--- src/rcr_pkg.sv ---
// constants and types for the regulator control register bank
// Summary of operation
// - code sets 0.9 V plus 0.1 V steps, capped 3.6 V
// - bit 5 chooses linear or switch mode
// - on bit, or gated bit with matching input high
// - bits 5:4 pick start phase one to four
// - every regulator register reloads default entering Standby
// - regulator A registers at 2Dh and 2Eh
// - regulator B registers at 2Fh and 30h
// - output under ninety percent target raises fail event, only while the regulator is on
package rcr_pkg;

  // register indices as printed; the byte address is four times the index
  localparam logic [7:0] RCR_IDX_A_VOLT  = 8'h2D;
  localparam logic [7:0] RCR_IDX_A_ENA   = 8'h2E;
  localparam logic [7:0] RCR_IDX_B_VOLT  = 8'h2F;
  localparam logic [7:0] RCR_IDX_B_ENA   = 8'h30;
  localparam logic [7:0] RCR_IDX_IRQ_STS = 8'h38;
  localparam logic [7:0] RCR_IDX_IRQ_MSK = 8'h39;

  // field positions of the voltage and mode register
  localparam int RCR_VOLT_CODE_LSB = 0;
  localparam int RCR_VOLT_CODE_MSB = 4;
  localparam int RCR_SWITCH_BIT    = 5;

  // field positions of the enable register
  localparam int RCR_FORCE_ON_BIT  = 0;
  localparam int RCR_GPIN_LSB      = 1;
  localparam int RCR_GPIN_MSB      = 3;
  localparam int RCR_PHASE_LSB     = 4;
  localparam int RCR_PHASE_MSB     = 5;

  // writable bits of the four regulator registers, 7:6 reserved
  localparam logic [7:0] RCR_LIVE_MASK = 8'h3F;

  // default values, the four regulator ones overridden per chip variant
  localparam logic [7:0] RCR_RST_A_VOLT = 8'h00;
  localparam logic [7:0] RCR_RST_A_ENA  = 8'h00;
  localparam logic [7:0] RCR_RST_B_VOLT = 8'h00;
  localparam logic [7:0] RCR_RST_B_ENA  = 8'h00;
  localparam logic [1:0] RCR_RST_IRQ    = 2'h0;

  // voltage decode in millivolts
  localparam logic [11:0] RCR_BASE_MV  = 12'h384;
  localparam logic [11:0] RCR_STEP_MV  = 12'h064;
  localparam logic [11:0] RCR_MAX_MV   = 12'hE10;
  localparam logic [4:0]  RCR_MAX_CODE = 5'h1B;

  // power fail threshold as a ratio, nine tenths
  localparam logic [3:0] RCR_PF_NUM = 4'h9;
  localparam logic [3:0] RCR_PF_DEN = 4'hA;

  // activation phase encodings
  typedef enum logic [1:0] {
    START_PHASE_ONE   = 2'b00,
    START_PHASE_TWO   = 2'b01,
    START_PHASE_THREE = 2'b10,
    START_PHASE_FOUR  = 2'b11
  } rcr_phase_e;

  // apb slave states, gray along idle, setup, access
  typedef enum logic [1:0] {
    RCR_APB_IDLE   = 2'b00,
    RCR_APB_SETUP  = 2'b01,
    RCR_APB_ACCESS = 2'b11
  } rcr_apb_e;

endpackage : rcr_pkg

--- src/rcr_regs.sv ---
// register bank and apb slave for regulators a and b
//
// Implementation choice: register access over APB.
`timescale 1ns/1ps
`default_nettype none
module rcr_regs
  import rcr_pkg::*;
#(
  parameter logic [7:0] A_VOLT_DEFAULT = RCR_RST_A_VOLT, // variant default
  parameter logic [7:0] A_ENA_DEFAULT  = RCR_RST_A_ENA,  // variant default
  parameter logic [7:0] B_VOLT_DEFAULT = RCR_RST_B_VOLT, // variant default
  parameter logic [7:0] B_ENA_DEFAULT  = RCR_RST_B_ENA   // variant default
)(
  input  wire logic        pclk,
  input  wire logic        presetn,
  input  wire logic        psel,
  input  wire logic        penable,
  input  wire logic        pwrite,
  input  wire logic [11:0] paddr,
  input  wire logic [31:0] pwdata,
  input  wire logic [3:0]  pstrb,
  output logic [31:0]      prdata,
  output logic             pready,
  output logic             pslverr,
  input  wire logic        standby_state,
  input  wire logic [2:0]  gpin,
  input  wire logic [11:0] reg_a_out_mv,
  input  wire logic [11:0] reg_b_out_mv,
  output logic [4:0]       reg_a_voltage_code,
  output logic             reg_a_switch_mode,
  output logic [1:0]       reg_a_start_phase,
  output logic             reg_a_on,
  output logic [11:0]      reg_a_target_mv,
  output logic [4:0]       reg_b_voltage_code,
  output logic             reg_b_switch_mode,
  output logic [1:0]       reg_b_start_phase,
  output logic             reg_b_on,
  output logic [11:0]      reg_b_target_mv,
  output logic             irq
);

  // number of regulator channels in this bank
  localparam int NCH = 2;

  // address decode helpers

  // true when the byte address hits the word of the given index
  function automatic logic hit(input logic [11:0] addr,
                               input logic [7:0]  idx);
    hit = (addr[11:2] == {2'b00, idx}) && (addr[1:0] == 2'b00);
  endfunction : hit

  // true when the byte address maps to any register of the bank
  function automatic logic mapped(input logic [11:0] addr);
    mapped = hit(addr, RCR_IDX_A_VOLT) | hit(addr, RCR_IDX_A_ENA) |
             hit(addr, RCR_IDX_B_VOLT) | hit(addr, RCR_IDX_B_ENA) |
             hit(addr, RCR_IDX_IRQ_STS) | hit(addr, RCR_IDX_IRQ_MSK);
  endfunction : mapped

  // declarations

  rcr_apb_e     apb_reg;              // apb slave state
  rcr_apb_e     apb_next;             // next apb slave state
  logic [7:0]   volt_reg [NCH];       // voltage and mode registers
  logic [7:0]   ena_reg  [NCH];       // enable registers
  logic [7:0]   volt_idx [NCH];       // register index, voltage
  logic [7:0]   ena_idx  [NCH];       // register index, enable
  logic [11:0]  out_mv   [NCH];       // measured outputs per channel
  logic [11:0]  tgt_mv   [NCH];       // decoded targets per channel
  logic         ch_on    [NCH];       // channel on state
  logic         ch_fail  [NCH];       // channel power fail pulses
  logic [1:0]   irq_sts_reg;          // sticky power fail status
  logic [1:0]   irq_msk_reg;          // interrupt mask, one enables
  logic [1:0]   fail_evt;             // fail pulses gathered
  logic [2:0]   gpin_meta_reg;        // first sync stage of inputs
  logic [2:0]   gpin_sync_reg;        // second sync stage of inputs
  logic         stby_reg;             // previous standby level
  logic         stby_entry;           // rising edge of standby
  logic         wr_ok;                // write taken this edge
  logic         wr_lane0;             // low byte lane is written
  logic [7:0]   wr_byte;              // written byte, live bits only
  logic [31:0]  rd_next;              // read data for the captured word
  logic         setup_phase;          // setup cycle on the bus

  // per channel constants and measured outputs
  assign volt_idx[0] = RCR_IDX_A_VOLT;
  assign ena_idx[0]  = RCR_IDX_A_ENA;
  assign volt_idx[1] = RCR_IDX_B_VOLT;
  assign ena_idx[1]  = RCR_IDX_B_ENA;
  assign out_mv[0]   = reg_a_out_mv;
  assign out_mv[1]   = reg_b_out_mv;

  // input synchronisers and standby entry

  // two stage synchroniser for the general purpose inputs
  always_ff @(posedge pclk or negedge presetn) begin
    if (!presetn) begin
      gpin_meta_reg <= 3'h0;
      gpin_sync_reg <= 3'h0;
    end else begin
      gpin_meta_reg <= gpin;
      gpin_sync_reg <= gpin_meta_reg;
    end
  end

  // standby comes from the same clock, only its edge is taken
  always_ff @(posedge pclk or negedge presetn) begin
    if (!presetn) begin
      stby_reg <= 1'b0;
    end else begin
      stby_reg <= standby_state;
    end
  end

  // a reload happens once per entry, not while staying in standby
  assign stby_entry = standby_state & ~stby_reg;

  // apb slave sequencing

  // setup cycle: select high, enable still low
  assign setup_phase = psel & ~penable;

  // next state follows the master's phases
  always_comb begin
    case (apb_reg)
      RCR_APB_IDLE: begin
        apb_next = setup_phase ? RCR_APB_SETUP : RCR_APB_IDLE;
      end
      RCR_APB_SETUP: begin
        // access always follows setup
        apb_next = RCR_APB_ACCESS;
      end
      RCR_APB_ACCESS: begin
        // back to back transfers go straight to setup
        apb_next = setup_phase ? RCR_APB_SETUP : RCR_APB_IDLE;
      end
      default: begin
        apb_next = RCR_APB_IDLE;
      end
    endcase
  end

  // state register
  always_ff @(posedge pclk or negedge presetn) begin
    if (!presetn) begin
      apb_reg <= RCR_APB_IDLE;
    end else begin
      apb_reg <= apb_next;
    end
  end

  // zero wait states: ready in every access cycle
  assign pready = psel & penable;

  // unmapped addresses answer with an error in the access cycle
  assign pslverr = psel & penable & ~mapped(paddr);

  // a write lands at the single edge where the access completes
  assign wr_ok    = psel & penable & pwrite & mapped(paddr);
  assign wr_lane0 = pstrb[0];
  assign wr_byte  = pwdata[7:0] & RCR_LIVE_MASK;

  // regulator registers

  generate
    for (genvar i = 0; i < NCH; i++) begin : g_regs

      // variant defaults of channel i, constant so reset loads no logic
      localparam logic [7:0] VOLT_DEF = (i == 0) ? A_VOLT_DEFAULT : B_VOLT_DEFAULT;
      localparam logic [7:0] ENA_DEF  = (i == 0) ? A_ENA_DEFAULT : B_ENA_DEFAULT;

      // voltage and mode register of channel i
      always_ff @(posedge pclk or negedge presetn) begin
        if (!presetn) begin
          volt_reg[i] <= VOLT_DEF & RCR_LIVE_MASK;
        end else if (stby_entry) begin
          // standby entry wins over a write in the same cycle
          volt_reg[i] <= VOLT_DEF & RCR_LIVE_MASK;
        end else if (wr_ok && wr_lane0 && hit(paddr, volt_idx[i])) begin
          volt_reg[i] <= wr_byte;
        end
      end

      // enable register of channel i
      always_ff @(posedge pclk or negedge presetn) begin
        if (!presetn) begin
          ena_reg[i] <= ENA_DEF & RCR_LIVE_MASK;
        end else if (stby_entry) begin
          ena_reg[i] <= ENA_DEF & RCR_LIVE_MASK;
        end else if (wr_ok && wr_lane0 && hit(paddr, ena_idx[i])) begin
          ena_reg[i] <= wr_byte;
        end
      end

      // on decision, target and power fail check
      rcr_chan u_chan (
        .pclk       (pclk),
        .presetn    (presetn),
        .volt_reg   (volt_reg[i]),
        .ena_reg    (ena_reg[i]),
        .gpin_sync  (gpin_sync_reg),
        .out_mv     (out_mv[i]),
        .enabled    (ch_on[i]),
        .target_mv  (tgt_mv[i]),
        .fail_pulse (ch_fail[i])
      );

      // gather the fail pulse into the status vector
      assign fail_evt[i] = ch_fail[i];

    end
  endgenerate

  // interrupt status and mask

  // sticky status: a new event wins over a write one to clear
  always_ff @(posedge pclk or negedge presetn) begin
    if (!presetn) begin
      irq_sts_reg <= RCR_RST_IRQ;
    end else if (wr_ok && wr_lane0 && hit(paddr, RCR_IDX_IRQ_STS)) begin
      irq_sts_reg <= (irq_sts_reg & ~pwdata[1:0]) | fail_evt;
    end else begin
      irq_sts_reg <= irq_sts_reg | fail_evt;
    end
  end

  // mask register, plain read and write
  always_ff @(posedge pclk or negedge presetn) begin
    if (!presetn) begin
      irq_msk_reg <= RCR_RST_IRQ;
    end else if (wr_ok && wr_lane0 && hit(paddr, RCR_IDX_IRQ_MSK)) begin
      irq_msk_reg <= pwdata[1:0];
    end
  end

  // level interrupt from the registered status and mask
  assign irq = |(irq_sts_reg & irq_msk_reg);

  // read path

  // read mux, reserved and unmapped bits read as zero
  always_comb begin
    rd_next = 32'h0000_0000;
    if (hit(paddr, RCR_IDX_A_VOLT)) begin
      rd_next[7:0] = volt_reg[0] & RCR_LIVE_MASK;
    end else if (hit(paddr, RCR_IDX_A_ENA)) begin
      rd_next[7:0] = ena_reg[0] & RCR_LIVE_MASK;
    end else if (hit(paddr, RCR_IDX_B_VOLT)) begin
      rd_next[7:0] = volt_reg[1] & RCR_LIVE_MASK;
    end else if (hit(paddr, RCR_IDX_B_ENA)) begin
      rd_next[7:0] = ena_reg[1] & RCR_LIVE_MASK;
    end else if (hit(paddr, RCR_IDX_IRQ_STS)) begin
      rd_next[1:0] = irq_sts_reg;
    end else if (hit(paddr, RCR_IDX_IRQ_MSK)) begin
      rd_next[1:0] = irq_msk_reg;
    end
  end

  // read data captured in the setup cycle, stable through access
  always_ff @(posedge pclk or negedge presetn) begin
    if (!presetn) begin
      prdata <= 32'h0000_0000;
    end else if (setup_phase && !pwrite) begin
      prdata <= rd_next;
    end
  end

  // regulator control outputs

  // register fields driven out to the analog side
  always_ff @(posedge pclk or negedge presetn) begin
    if (!presetn) begin
      reg_a_voltage_code <= 5'h00;
      reg_a_switch_mode  <= 1'b0;
      reg_a_start_phase  <= START_PHASE_ONE;
      reg_b_voltage_code <= 5'h00;
      reg_b_switch_mode  <= 1'b0;
      reg_b_start_phase  <= START_PHASE_ONE;
    end else begin
      reg_a_voltage_code <= volt_reg[0][RCR_VOLT_CODE_MSB:RCR_VOLT_CODE_LSB];
      reg_a_switch_mode  <= volt_reg[0][RCR_SWITCH_BIT];
      reg_a_start_phase  <= ena_reg[0][RCR_PHASE_MSB:RCR_PHASE_LSB];
      reg_b_voltage_code <= volt_reg[1][RCR_VOLT_CODE_MSB:RCR_VOLT_CODE_LSB];
      reg_b_switch_mode  <= volt_reg[1][RCR_SWITCH_BIT];
      reg_b_start_phase  <= ena_reg[1][RCR_PHASE_MSB:RCR_PHASE_LSB];
    end
  end

  // on state and targets come registered from the channels
  assign reg_a_on        = ch_on[0];
  assign reg_b_on        = ch_on[1];
  assign reg_a_target_mv = tgt_mv[0];
  assign reg_b_target_mv = tgt_mv[1];

endmodule : rcr_regs
`default_nettype wire

--- src/rcr_chan.sv ---
// one regulator channel: on decision, target voltage and power fail check
`timescale 1ns/1ps
`default_nettype none
module rcr_chan
  import rcr_pkg::*;
(
  input  wire logic        pclk,
  input  wire logic        presetn,
  input  wire logic [7:0]  volt_reg,
  input  wire logic [7:0]  ena_reg,
  input  wire logic [2:0]  gpin_sync,
  input  wire logic [11:0] out_mv,
  output logic             enabled,
  output logic [11:0]      target_mv,
  output logic             fail_pulse
);

  logic [4:0]  code;         // programmed voltage code
  logic [11:0] target_next;  // decoded target
  logic        on_next;      // combined on condition
  logic        low_now;      // output under threshold now
  logic        low_reg;      // previous low state
  logic [15:0] out_x10;      // measured times ten
  logic [15:0] tgt_x9;       // target times nine

  assign code = volt_reg[RCR_VOLT_CODE_MSB:RCR_VOLT_CODE_LSB];

  // decode code to millivolts, saturating above the top step
  always_comb begin
    if (code > RCR_MAX_CODE) begin
      target_next = RCR_MAX_MV;
    end else begin
      target_next = 12'(RCR_BASE_MV + 12'(code) * RCR_STEP_MV);
    end
  end

  // on bit or any gated bit whose input is high
  assign on_next = ena_reg[RCR_FORCE_ON_BIT] |
                   (|(ena_reg[RCR_GPIN_MSB:RCR_GPIN_LSB] & gpin_sync));

  // compare output against nine tenths of the target
  assign out_x10 = 16'(out_mv) * 16'(RCR_PF_DEN);
  assign tgt_x9  = 16'(target_next) * 16'(RCR_PF_NUM);
  assign low_now = on_next && (out_x10 < tgt_x9);

  // registered channel outputs
  always_ff @(posedge pclk or negedge presetn) begin
    if (!presetn) begin
      enabled   <= 1'b0;
      target_mv <= 12'h000;
    end else begin
      enabled   <= on_next;
      target_mv <= target_next;
    end
  end

  // one pulse when the output first drops below threshold
  always_ff @(posedge pclk or negedge presetn) begin
    if (!presetn) begin
      low_reg    <= 1'b0;
      fail_pulse <= 1'b0;
    end else begin
      low_reg    <= low_now;
      fail_pulse <= low_now & ~low_reg;
    end
  end

endmodule : rcr_chan
`default_nettype wire

--- config.mk ---
export PLATFORM = sky130hd
export DESIGN_NAME = rcr_regs
export DESIGN_NICKNAME = d
export VERILOG_FILES = /design/src/rcr_pkg.sv /design/src/rcr_regs.sv /design/src/rcr_chan.sv
export SDC_FILE = /design/constraint.sdc
export NUM_CORES = 1
export LEC_CHECK = 0
export BUFFER_PORTS_ARGS = -buffer_cell sky130_fd_sc_hd__buf_4
export CORE_MARGIN = 1
export CORE_UTILIZATION = 35
export DETAILED_ROUTE_END_ITERATION = 10
export GPL_TIMING_DRIVEN = 0
export PLACE_DENSITY = 0.6
export SLEW_MARGIN = 30
export SYNTH_ARGS = -nofsm -noshare
export SYNTH_HDL_FRONTEND = slang
export SYNTH_HIERARCHICAL = 1
export SYNTH_SLANG_ARGS = --single-unit
--- constraint.sdc ---
create_clock -name pclk -period 14.9 [get_ports pclk]
set_input_delay 1.49 -clock pclk [delete_from_list [all_inputs] [get_ports pclk]]
set_output_delay 1.49 -clock pclk [all_outputs]
set_load 0.01 [all_outputs]
After elaboration in Yosys (flattened, before gate mapping)
Cells that the tools add are included.
- register bits: 89
- bits in latches: 0
- bits in writable memories: 0
- bits in read-only memories: 0
- bits of input ports: 81
- output and inout bits: 77
- word-level logic and storage cells: 112
- memories kept: 0
- add/subtract/negate cells: 2
- multiply operators: 6
- div/mod/pow operators: 0
- order comparisons: 4
- eq/ne operators: 6
- shifts and indexed selects: 0
- mux-type cells: 18
- bitwise gates (word level): 27
- reductions and logical operators: 25
- operators with widths (operator ; number):
    2-to-1 mux 6 bit ; 11
    equality test 10 x 6 -> 1 bit (second input constant) ; 6
    < comparator 16 bit ; 2
    multiplier 12 x 4 -> 16 bit (second input constant) ; 2
    multiplier 12 x 3 -> 15 bit (second input constant) ; 2
    adder 10 x 12 -> 12 bit (first input constant) ; 2
    2-to-1 mux 12 bit ; 2
    multiplier 5 x 5 -> 10 bit (second input constant) ; 2
    logical AND 1 bit ; 16
    > comparator 5 bit (second input constant) ; 2
    bitwise AND 1 bit ; 8
    2-to-1 mux 2 bit ; 4
    nonzero test 2 bit ; 4
    OR 1 bit ; 7
    bitwise AND 3 bit ; 2
    OR reduction 3 bit ; 2
    inverter 1 bit ; 5
    bitwise AND 2 bit ; 2
    2-to-1 mux 4 bit ; 1
    OR 2 bit ; 2
    logical NOT 2 bit ; 1
    inverter 2 bit ; 1
    OR reduction 2 bit ; 1
    logical NOT 1 bit ; 1

Depth between registers and ports, before layout
- depth after elaboration: 12
- gate-level depth with buffers: 23
- mapped depth without buffers: 23

Modules after synthesis
The synthesis kept the hierarchy.
- by module, submodules not included (module ; instances ; cells each ; area each (um^2) ; sequential area each (um^2)):
    rcr_regs ; 1 ; 242 ; 2628.8 ; 1426.4
    rcr_chan at g_regs[0].u_chan ; 1 ; 254 ; 2277.2 ; 325.3
    rcr_chan at g_regs[1].u_chan ; 1 ; 249 ; 2242.2 ; 325.3

Least setup slack after synthesis
Ideal clock, no wire load.
- path type: reg2reg
- start point: reg volt_reg[11] in the netlist's numbering
- end point: reg g_regs[0].u_chan.fail_pulse
- library setup time: 0.086 ns
- arrival: 4.779 ns
- data required time: 14.814 ns
- slack: 10.035 ns
- cell stages (with the launch flop): 23
- buffers on the path: 0
- clock period less this slack: 4.865 ns
- path through: dfrtp_1 -> inv_1 -> ha_1 -> inv_1 -> ha_1 -> ha_1 -> ha_1 -> and3b_1 -> or3_4 -> a211oi_2 -> o21ai_4 -> ha_1 -> ha_1 -> a21boi_0 -> o31a_2 -> o21ai_2 -> xor2_1 -> ha_1 -> nand4_1 -> nor2_1 -> a221oi_1 -> o211ai_1 -> nor3_1
- cells in the longest elaborated chain, start to end: 7
- elaborated cells between the ends (all ways): 8
- those cells by class: add/sub: 1; mul: 2; order compare: 2; mux: 1; bitwise: 1; reduce/logical: 1
- ends and longest elaborated chain (item ; RTL line ; RTL):
    start, declared ; rcr_regs.sv:64 ; logic [7:0] volt_reg [NCH];
    start signal, assigned by index ; rcr_regs.sv:175 ; volt_reg[i] <= VOLT_DEF & RCR_LIVE_MASK;
    start signal, assigned by index ; rcr_regs.sv:178 ; volt_reg[i] <= VOLT_DEF & RCR_LIVE_MASK;
    start signal, assigned by index ; rcr_regs.sv:180 ; volt_reg[i] <= wr_byte;
    multiplier 5 x 5 -> 10 bit ; rcr_chan.sv:33 ; target_next = 12'(RCR_BASE_MV + 12'(code) * RCR_STEP_MV);
    adder 10 x 12 -> 12 bit ; rcr_chan.sv:33 ;
    2-to-1 mux 12 bit (*) ; rcr_chan.sv:30 ; if (code > RCR_MAX_CODE) begin
    via g_regs[0].u_chan.target_next[10] ; rcr_chan.sv:19 ; logic [11:0] target_next;
    multiplier 12 x 4 -> 16 bit (*) ; rcr_chan.sv:43 ; assign tgt_x9 = 16'(target_next) * 16'(RCR_PF_NUM);
    < comparator 16 bit (*) ; rcr_chan.sv:44 ; assign low_now = on_next && (out_x10 < tgt_x9);
    logical AND 1 bit (*) ; rcr_chan.sv:44 ;
    bitwise AND 1 bit (*) ; rcr_chan.sv:64 ; fail_pulse <= low_now & ~low_reg;
    end signal, assigned ; rcr_chan.sv:64 ;
    end, declared ; rcr_chan.sv:15 ; output logic fail_pulse
The timed path passes the listed nets; every way through them passes the cells marked *.
A chain may end at the register's enable or synchronous reset.

Worst setup path after layout
- start point: reg volt_reg[10] in the netlist's numbering
- end point: reg g_regs[0].u_chan.fail_pulse
Same word-level chain as after synthesis.

==> Implementation_results.wiki <==
{| class="wikitable"
! Metric !! Value
|-
| Syn. warnings || 6
|-
| Maximum clock rate || approximately 190 MHz
|-
| Via count || roughly 5500
|-
| Chip width || roughly 140 um
|-
| LEAKAGE || between 4 and 5 nW
|-
| # IOs || around 160
|-
| Source of the critical timing path || volt_reg[10]
|-
| Net count of the finished layout || between 1000 and 1500
|-
| Clock Sink Count || slightly above 80
|-
| Final Non-Filler Cells || 1150
|-
| Crit path required time || approximately 15 ns
|-
| Max-capacitance violation count || 0
|-
| Number of antenna violations at the first check in global routing || 0
|-
| Worst vdd ir || around 0.048 mV
|-
| Final setup margin || roughly 9.6 ns
|-
| Depth of the worst register-to-register path || 23
|-
| R2r endpoint || g_regs[0].u_chan/fail_pulse
|-
| Signed area change from the synthesized netlist to the final layout || 21.0%
|-
| Pre-CTS worst setup slack || approximately 9.5 ns
|-
| Global-route wire length before repair || ~26000 um
|-
| Crit path capture || g_regs[0].u_chan/fail_pulse
|-
| Switching share of power || 0.265
|-
| Maximum number of pins on one net before global-route repair || 84
|-
| Share of the clock period used by the worst path || 0.359
|-
| Setup violators final || 0
|-
| TritonCTS clock tree || built
|-
| Clk root buf || clkbuf_16
|-
| Total Routing Usage GR || 0.153
|-
| Sequential share of power || 0.394
|-
| Number of detailed-routing iterations run before antenna repair || 4
|-
| Number of buffers created by CTS || 9
|-
| Sequential share of the synthesized area || 0.291
|-
| Resized Gates After CTS || 0
|-
| Number of routed nets with antenna violations || 0
|-
| Most used flip-flop cell after synthesis || dfrtp_1
|-
| Number of global-route vias before repair || 5294
|-
| Part of the total power dissipated in the clock network || 0.412
|-
| Iteration-0 DRC Markers || 171
|-
| Post-layout min period || roughly 5.3 ns
|-
| Largest driver fanout on the critical path || 9
|-
| Power per cell area || 67.0 mW/mm2
|-
| Post-Synthesis Mean Instance Area || 9.59 um2
|-
| Routed wirelength normalized by instance count || 13.6 um
|-
| Worst flop-to-flop path startpoint || volt_reg[10]
|-
| Path type of the worst min-delay path || reg2reg
|-
| Clock-pin slew of the registers on the worst-case setup and hold paths || ~0.070 ns
|-
| Clock Skews || approximately 0.012 ns
|-
| Number of rows in the core area || between 50 and 60
|-
| Data arrival time of the critical path || 5.59 ns
|-
| Transition time at the pin with the least slew margin || approximately 0.74 ns
|-
| Power Internal || between 0.4 and 0.5 mW
|-
| Flip-flop count of the largest register after layout || 20
|-
| HPWL reported at the end of detailed placement || 12600 um
|-
| Post CTS Setup Buffer Count || 0
|-
| Count of different cell masters after synthesis || 72
|-
| Syn Inst Count || 745
|-
| Relative slew margins || 0.506
|-
| Final hold vios || 0
|-
| Cell count after placement || ~1100
|-
| Ant. Diodes || 0
|-
| Unrepaired setup endpoints after global routing || no
|-
| Setup total negative slack || 0 ns
|-
| Grt total ovfl || 0
|-
| Detailed-route DRC error count || 0
|-
| Logic gate share of total power || 0.194
|-
| Insertion delay of the later-clocked pin in the worst-skew pair || roughly 0.34 ns
|-
| Total of flip-flops plus latches after synthesis || slightly above 80
|-
| Die boundary height || between 100 and 150 um
|-
| Fin. max-slew vios || 0
|-
| Starting Density || 0.363
|-
| Switching pwr || about 0.15 mW
|-
| Hold bufs inserted after CTS || 0
|-
| Result of the run || complete, no violations
|-
| Synthesized area || 0.00715 mm2
|-
| Number of synthesized flops with an enable pin || 0
|-
| Routability congestion estimate from global placement || between 0.8 and 0.9
|-
| Category of the worst setup path capture point || register
|-
| Count of H-tree levels built during CTS || 3
|-
| Kind of start point of the critical path || register
|-
| Share of final-layout standard cells stronger than drive strength 1 || 0.192
|-
| Async set-or-reset flop fraction in the synthesized netlist || 1.00
|-
| Core footprint || approximately 0.02 mm2
|-
| Port Buf Inserts || 98
|-
| Worst Path Class, Setup || reg2reg
|-
| Final routed wirelength across all metal layers || about 16000 um
|-
| Total Die Area || 0.0210 mm2
|-
| R2R Setup Slk || 9.55 ns
|-
| Post-layout instance area || a little under 0.009 mm2
|-
| Area post-placement || around 0.0083 mm2
|-
| Worst Hold Slack || 0.349 ns
|-
| Buffer depth of the longest clock path || 2
|-
| Detail-routed via count per cell || around 4.8
|}
==> logic make-up (layout without fill, tap and decap cells) <==
| group | count (synthesis) | after routing | share of synthesized area |
|---|---|---|---|
| AO/OA/AOI/OAI | 135 | 135 | 0.131 |
| XOR/XNOR | 48 | 48 | 0.0609 |
| adder cells (fa/ha/maj) | 142 | 142 | 0.255 |
| buffers and inverters | 91 | 204 | 0.0648 |
| flip-flops | 83 | 83 | 0.291 |
| multiplexers | 26 | 26 | 0.0368 |
| other | 3 | 30 | 0.00158 |
| AND/OR/NAND/NOR | 217 | 217 | 0.159 |
==> metal layers <==
metal  part of all wire  GRT usage  vias to the layer above
li1                   -          -                     2865
met1               0.49      0.204                     2563
met2               0.48      0.261                       93
met3              0.028     0.0173                       10
met4             0.0082     0.0383                        0
met5                  0          0                        -
==> synthesized netlist by cell type (3+ instances only) <==
| library cell | n | share of area |
|---|---|---|
| fa_1 | 6 | 0.017 |
| xor2_1 | 27 | 0.033 |
| a21boi_0 | 5 | 0.0053 |
| nand2_1 | 39 | 0.020 |
| xnor2_1 | 19 | 0.023 |
| a21o_1 | 14 | 0.015 |
| a22oi_1 | 6 | 0.0063 |
| conb_1 | 3 | 0.0016 |
| or3_4 | 3 | 0.0047 |
| o21ai_0 | 25 | 0.018 |
| a31oi_1 | 6 | 0.0053 |
| nand2b_1 | 18 | 0.016 |
| nand3_1 | 26 | 0.018 |
| mux2i_1 | 24 | 0.034 |
| nand4_1 | 7 | 0.0061 |
| dfrtp_1 | 83 | 0.29 |
| and3_1 | 4 | 0.0035 |
| clkbuf_1 | 12 | 0.0063 |
| o211a_1 | 4 | 0.0056 |
| a21oi_1 | 23 | 0.016 |
| o211ai_1 | 7 | 0.0074 |
| nand3b_1 | 5 | 0.0053 |
| nor2_1 | 56 | 0.029 |
| inv_1 | 47 | 0.025 |
| nor2b_1 | 19 | 0.017 |
| o21ai_2 | 3 | 0.0037 |
| buf_4 | 30 | 0.032 |
| o21a_1 | 10 | 0.011 |
| o21ai_1 | 6 | 0.0042 |
| nor3_1 | 13 | 0.0091 |
| nor3b_1 | 3 | 0.0032 |
| ha_1 | 136 | 0.24 |
==> metrics by stage <==
| step | power, mW | utilization |
|---|---|---|
| 2_1_floorplan | 0.308 | - |
| 3_3_place_gp | 0.343 | 0.422 |
| 3_5_place_dp | 0.345 | 0.423 |
| 4_1_cts | 0.586 | 0.439 |
| 5_1_grt | 0.608 | 0.439 |
| 6_report | 0.580 | 0.439 |
==> placed cells by master, fill, tap and decap left out, types with 6 or more instances in the layout <==
cell type	n
a21o_1	14
a21oi_1	23
a22oi_1	6
a31oi_1	6
buf_4	127
clkbuf_1	13
clkbuf_16	9
conb_1	30
dfrtp_1	83
fa_1	6
ha_1	136
inv_1	47
mux2i_1	24
nand2_1	39
nand2b_1	18
nand3_1	26
nand4_1	7
nor2_1	56
nor2b_1	19
nor3_1	13
o211ai_1	7
o21a_1	10
o21ai_0	25
o21ai_1	6
xnor2_1	19
xor2_1	27
==> power by group through the flow <==
stage          Sequential [mW]  Clock [mW]  Combinational, mW
2_1_floorplan            0.233           0             0.0756
3_3_place_gp             0.232           0              0.111
3_5_place_dp             0.232           0              0.113
4_1_cts                  0.228       0.244              0.114
5_1_grt                  0.228       0.251              0.129
6_report                 0.228       0.239              0.113
==> layout make-up <==
class	instances	area, um2
timing repair buffer	98	739
multi-input combinational	598	4720
tap	265	332
buffer	44	287
sequential	83	2080
clock inverter	5	86.3
inverter	47	176
fill	1901	11100
clock buffer	10	229
==> critical path, stage by stage (launching register included) <==
cell and delay (ns):
dfrtp_1 0.54, inv_1 0.14, ha_1 0.30, inv_1 0.04, ha_1 0.28, inv_1 0.06, fa_1 0.61, o21ai_0 0.13
xnor2_1 0.14, nor2_1 0.23, ha_1 0.29, ha_1 0.33, nor2b_1 0.14, o21ai_0 0.20, a21boi_0 0.16, o31a_2 0.32
o21ai_2 0.12, xor2_1 0.17, ha_1 0.26, nand4_1 0.12, nor2_1 0.07, a221oi_1 0.25, o211ai_1 0.17, nor3_1 0.17
==> worst min path at each step <==
stage                     cells past startpoint              from          endpoint  slack (ns)
final                                         0  gpin_meta_reg[0]  gpin_sync_reg[0]        0.35
after global routing                          0  gpin_meta_reg[0]  gpin_sync_reg[0]        0.36
after CTS                                     0  gpin_meta_reg[2]  gpin_sync_reg[2]        0.35
after detailed placement                      0  gpin_meta_reg[2]  gpin_sync_reg[2]        0.34
after global placement                        0  gpin_meta_reg[1]  gpin_sync_reg[1]        0.33
after floorplan                               0  gpin_meta_reg[0]  gpin_sync_reg[0]        0.33
(Power assumes the default switching activity.)
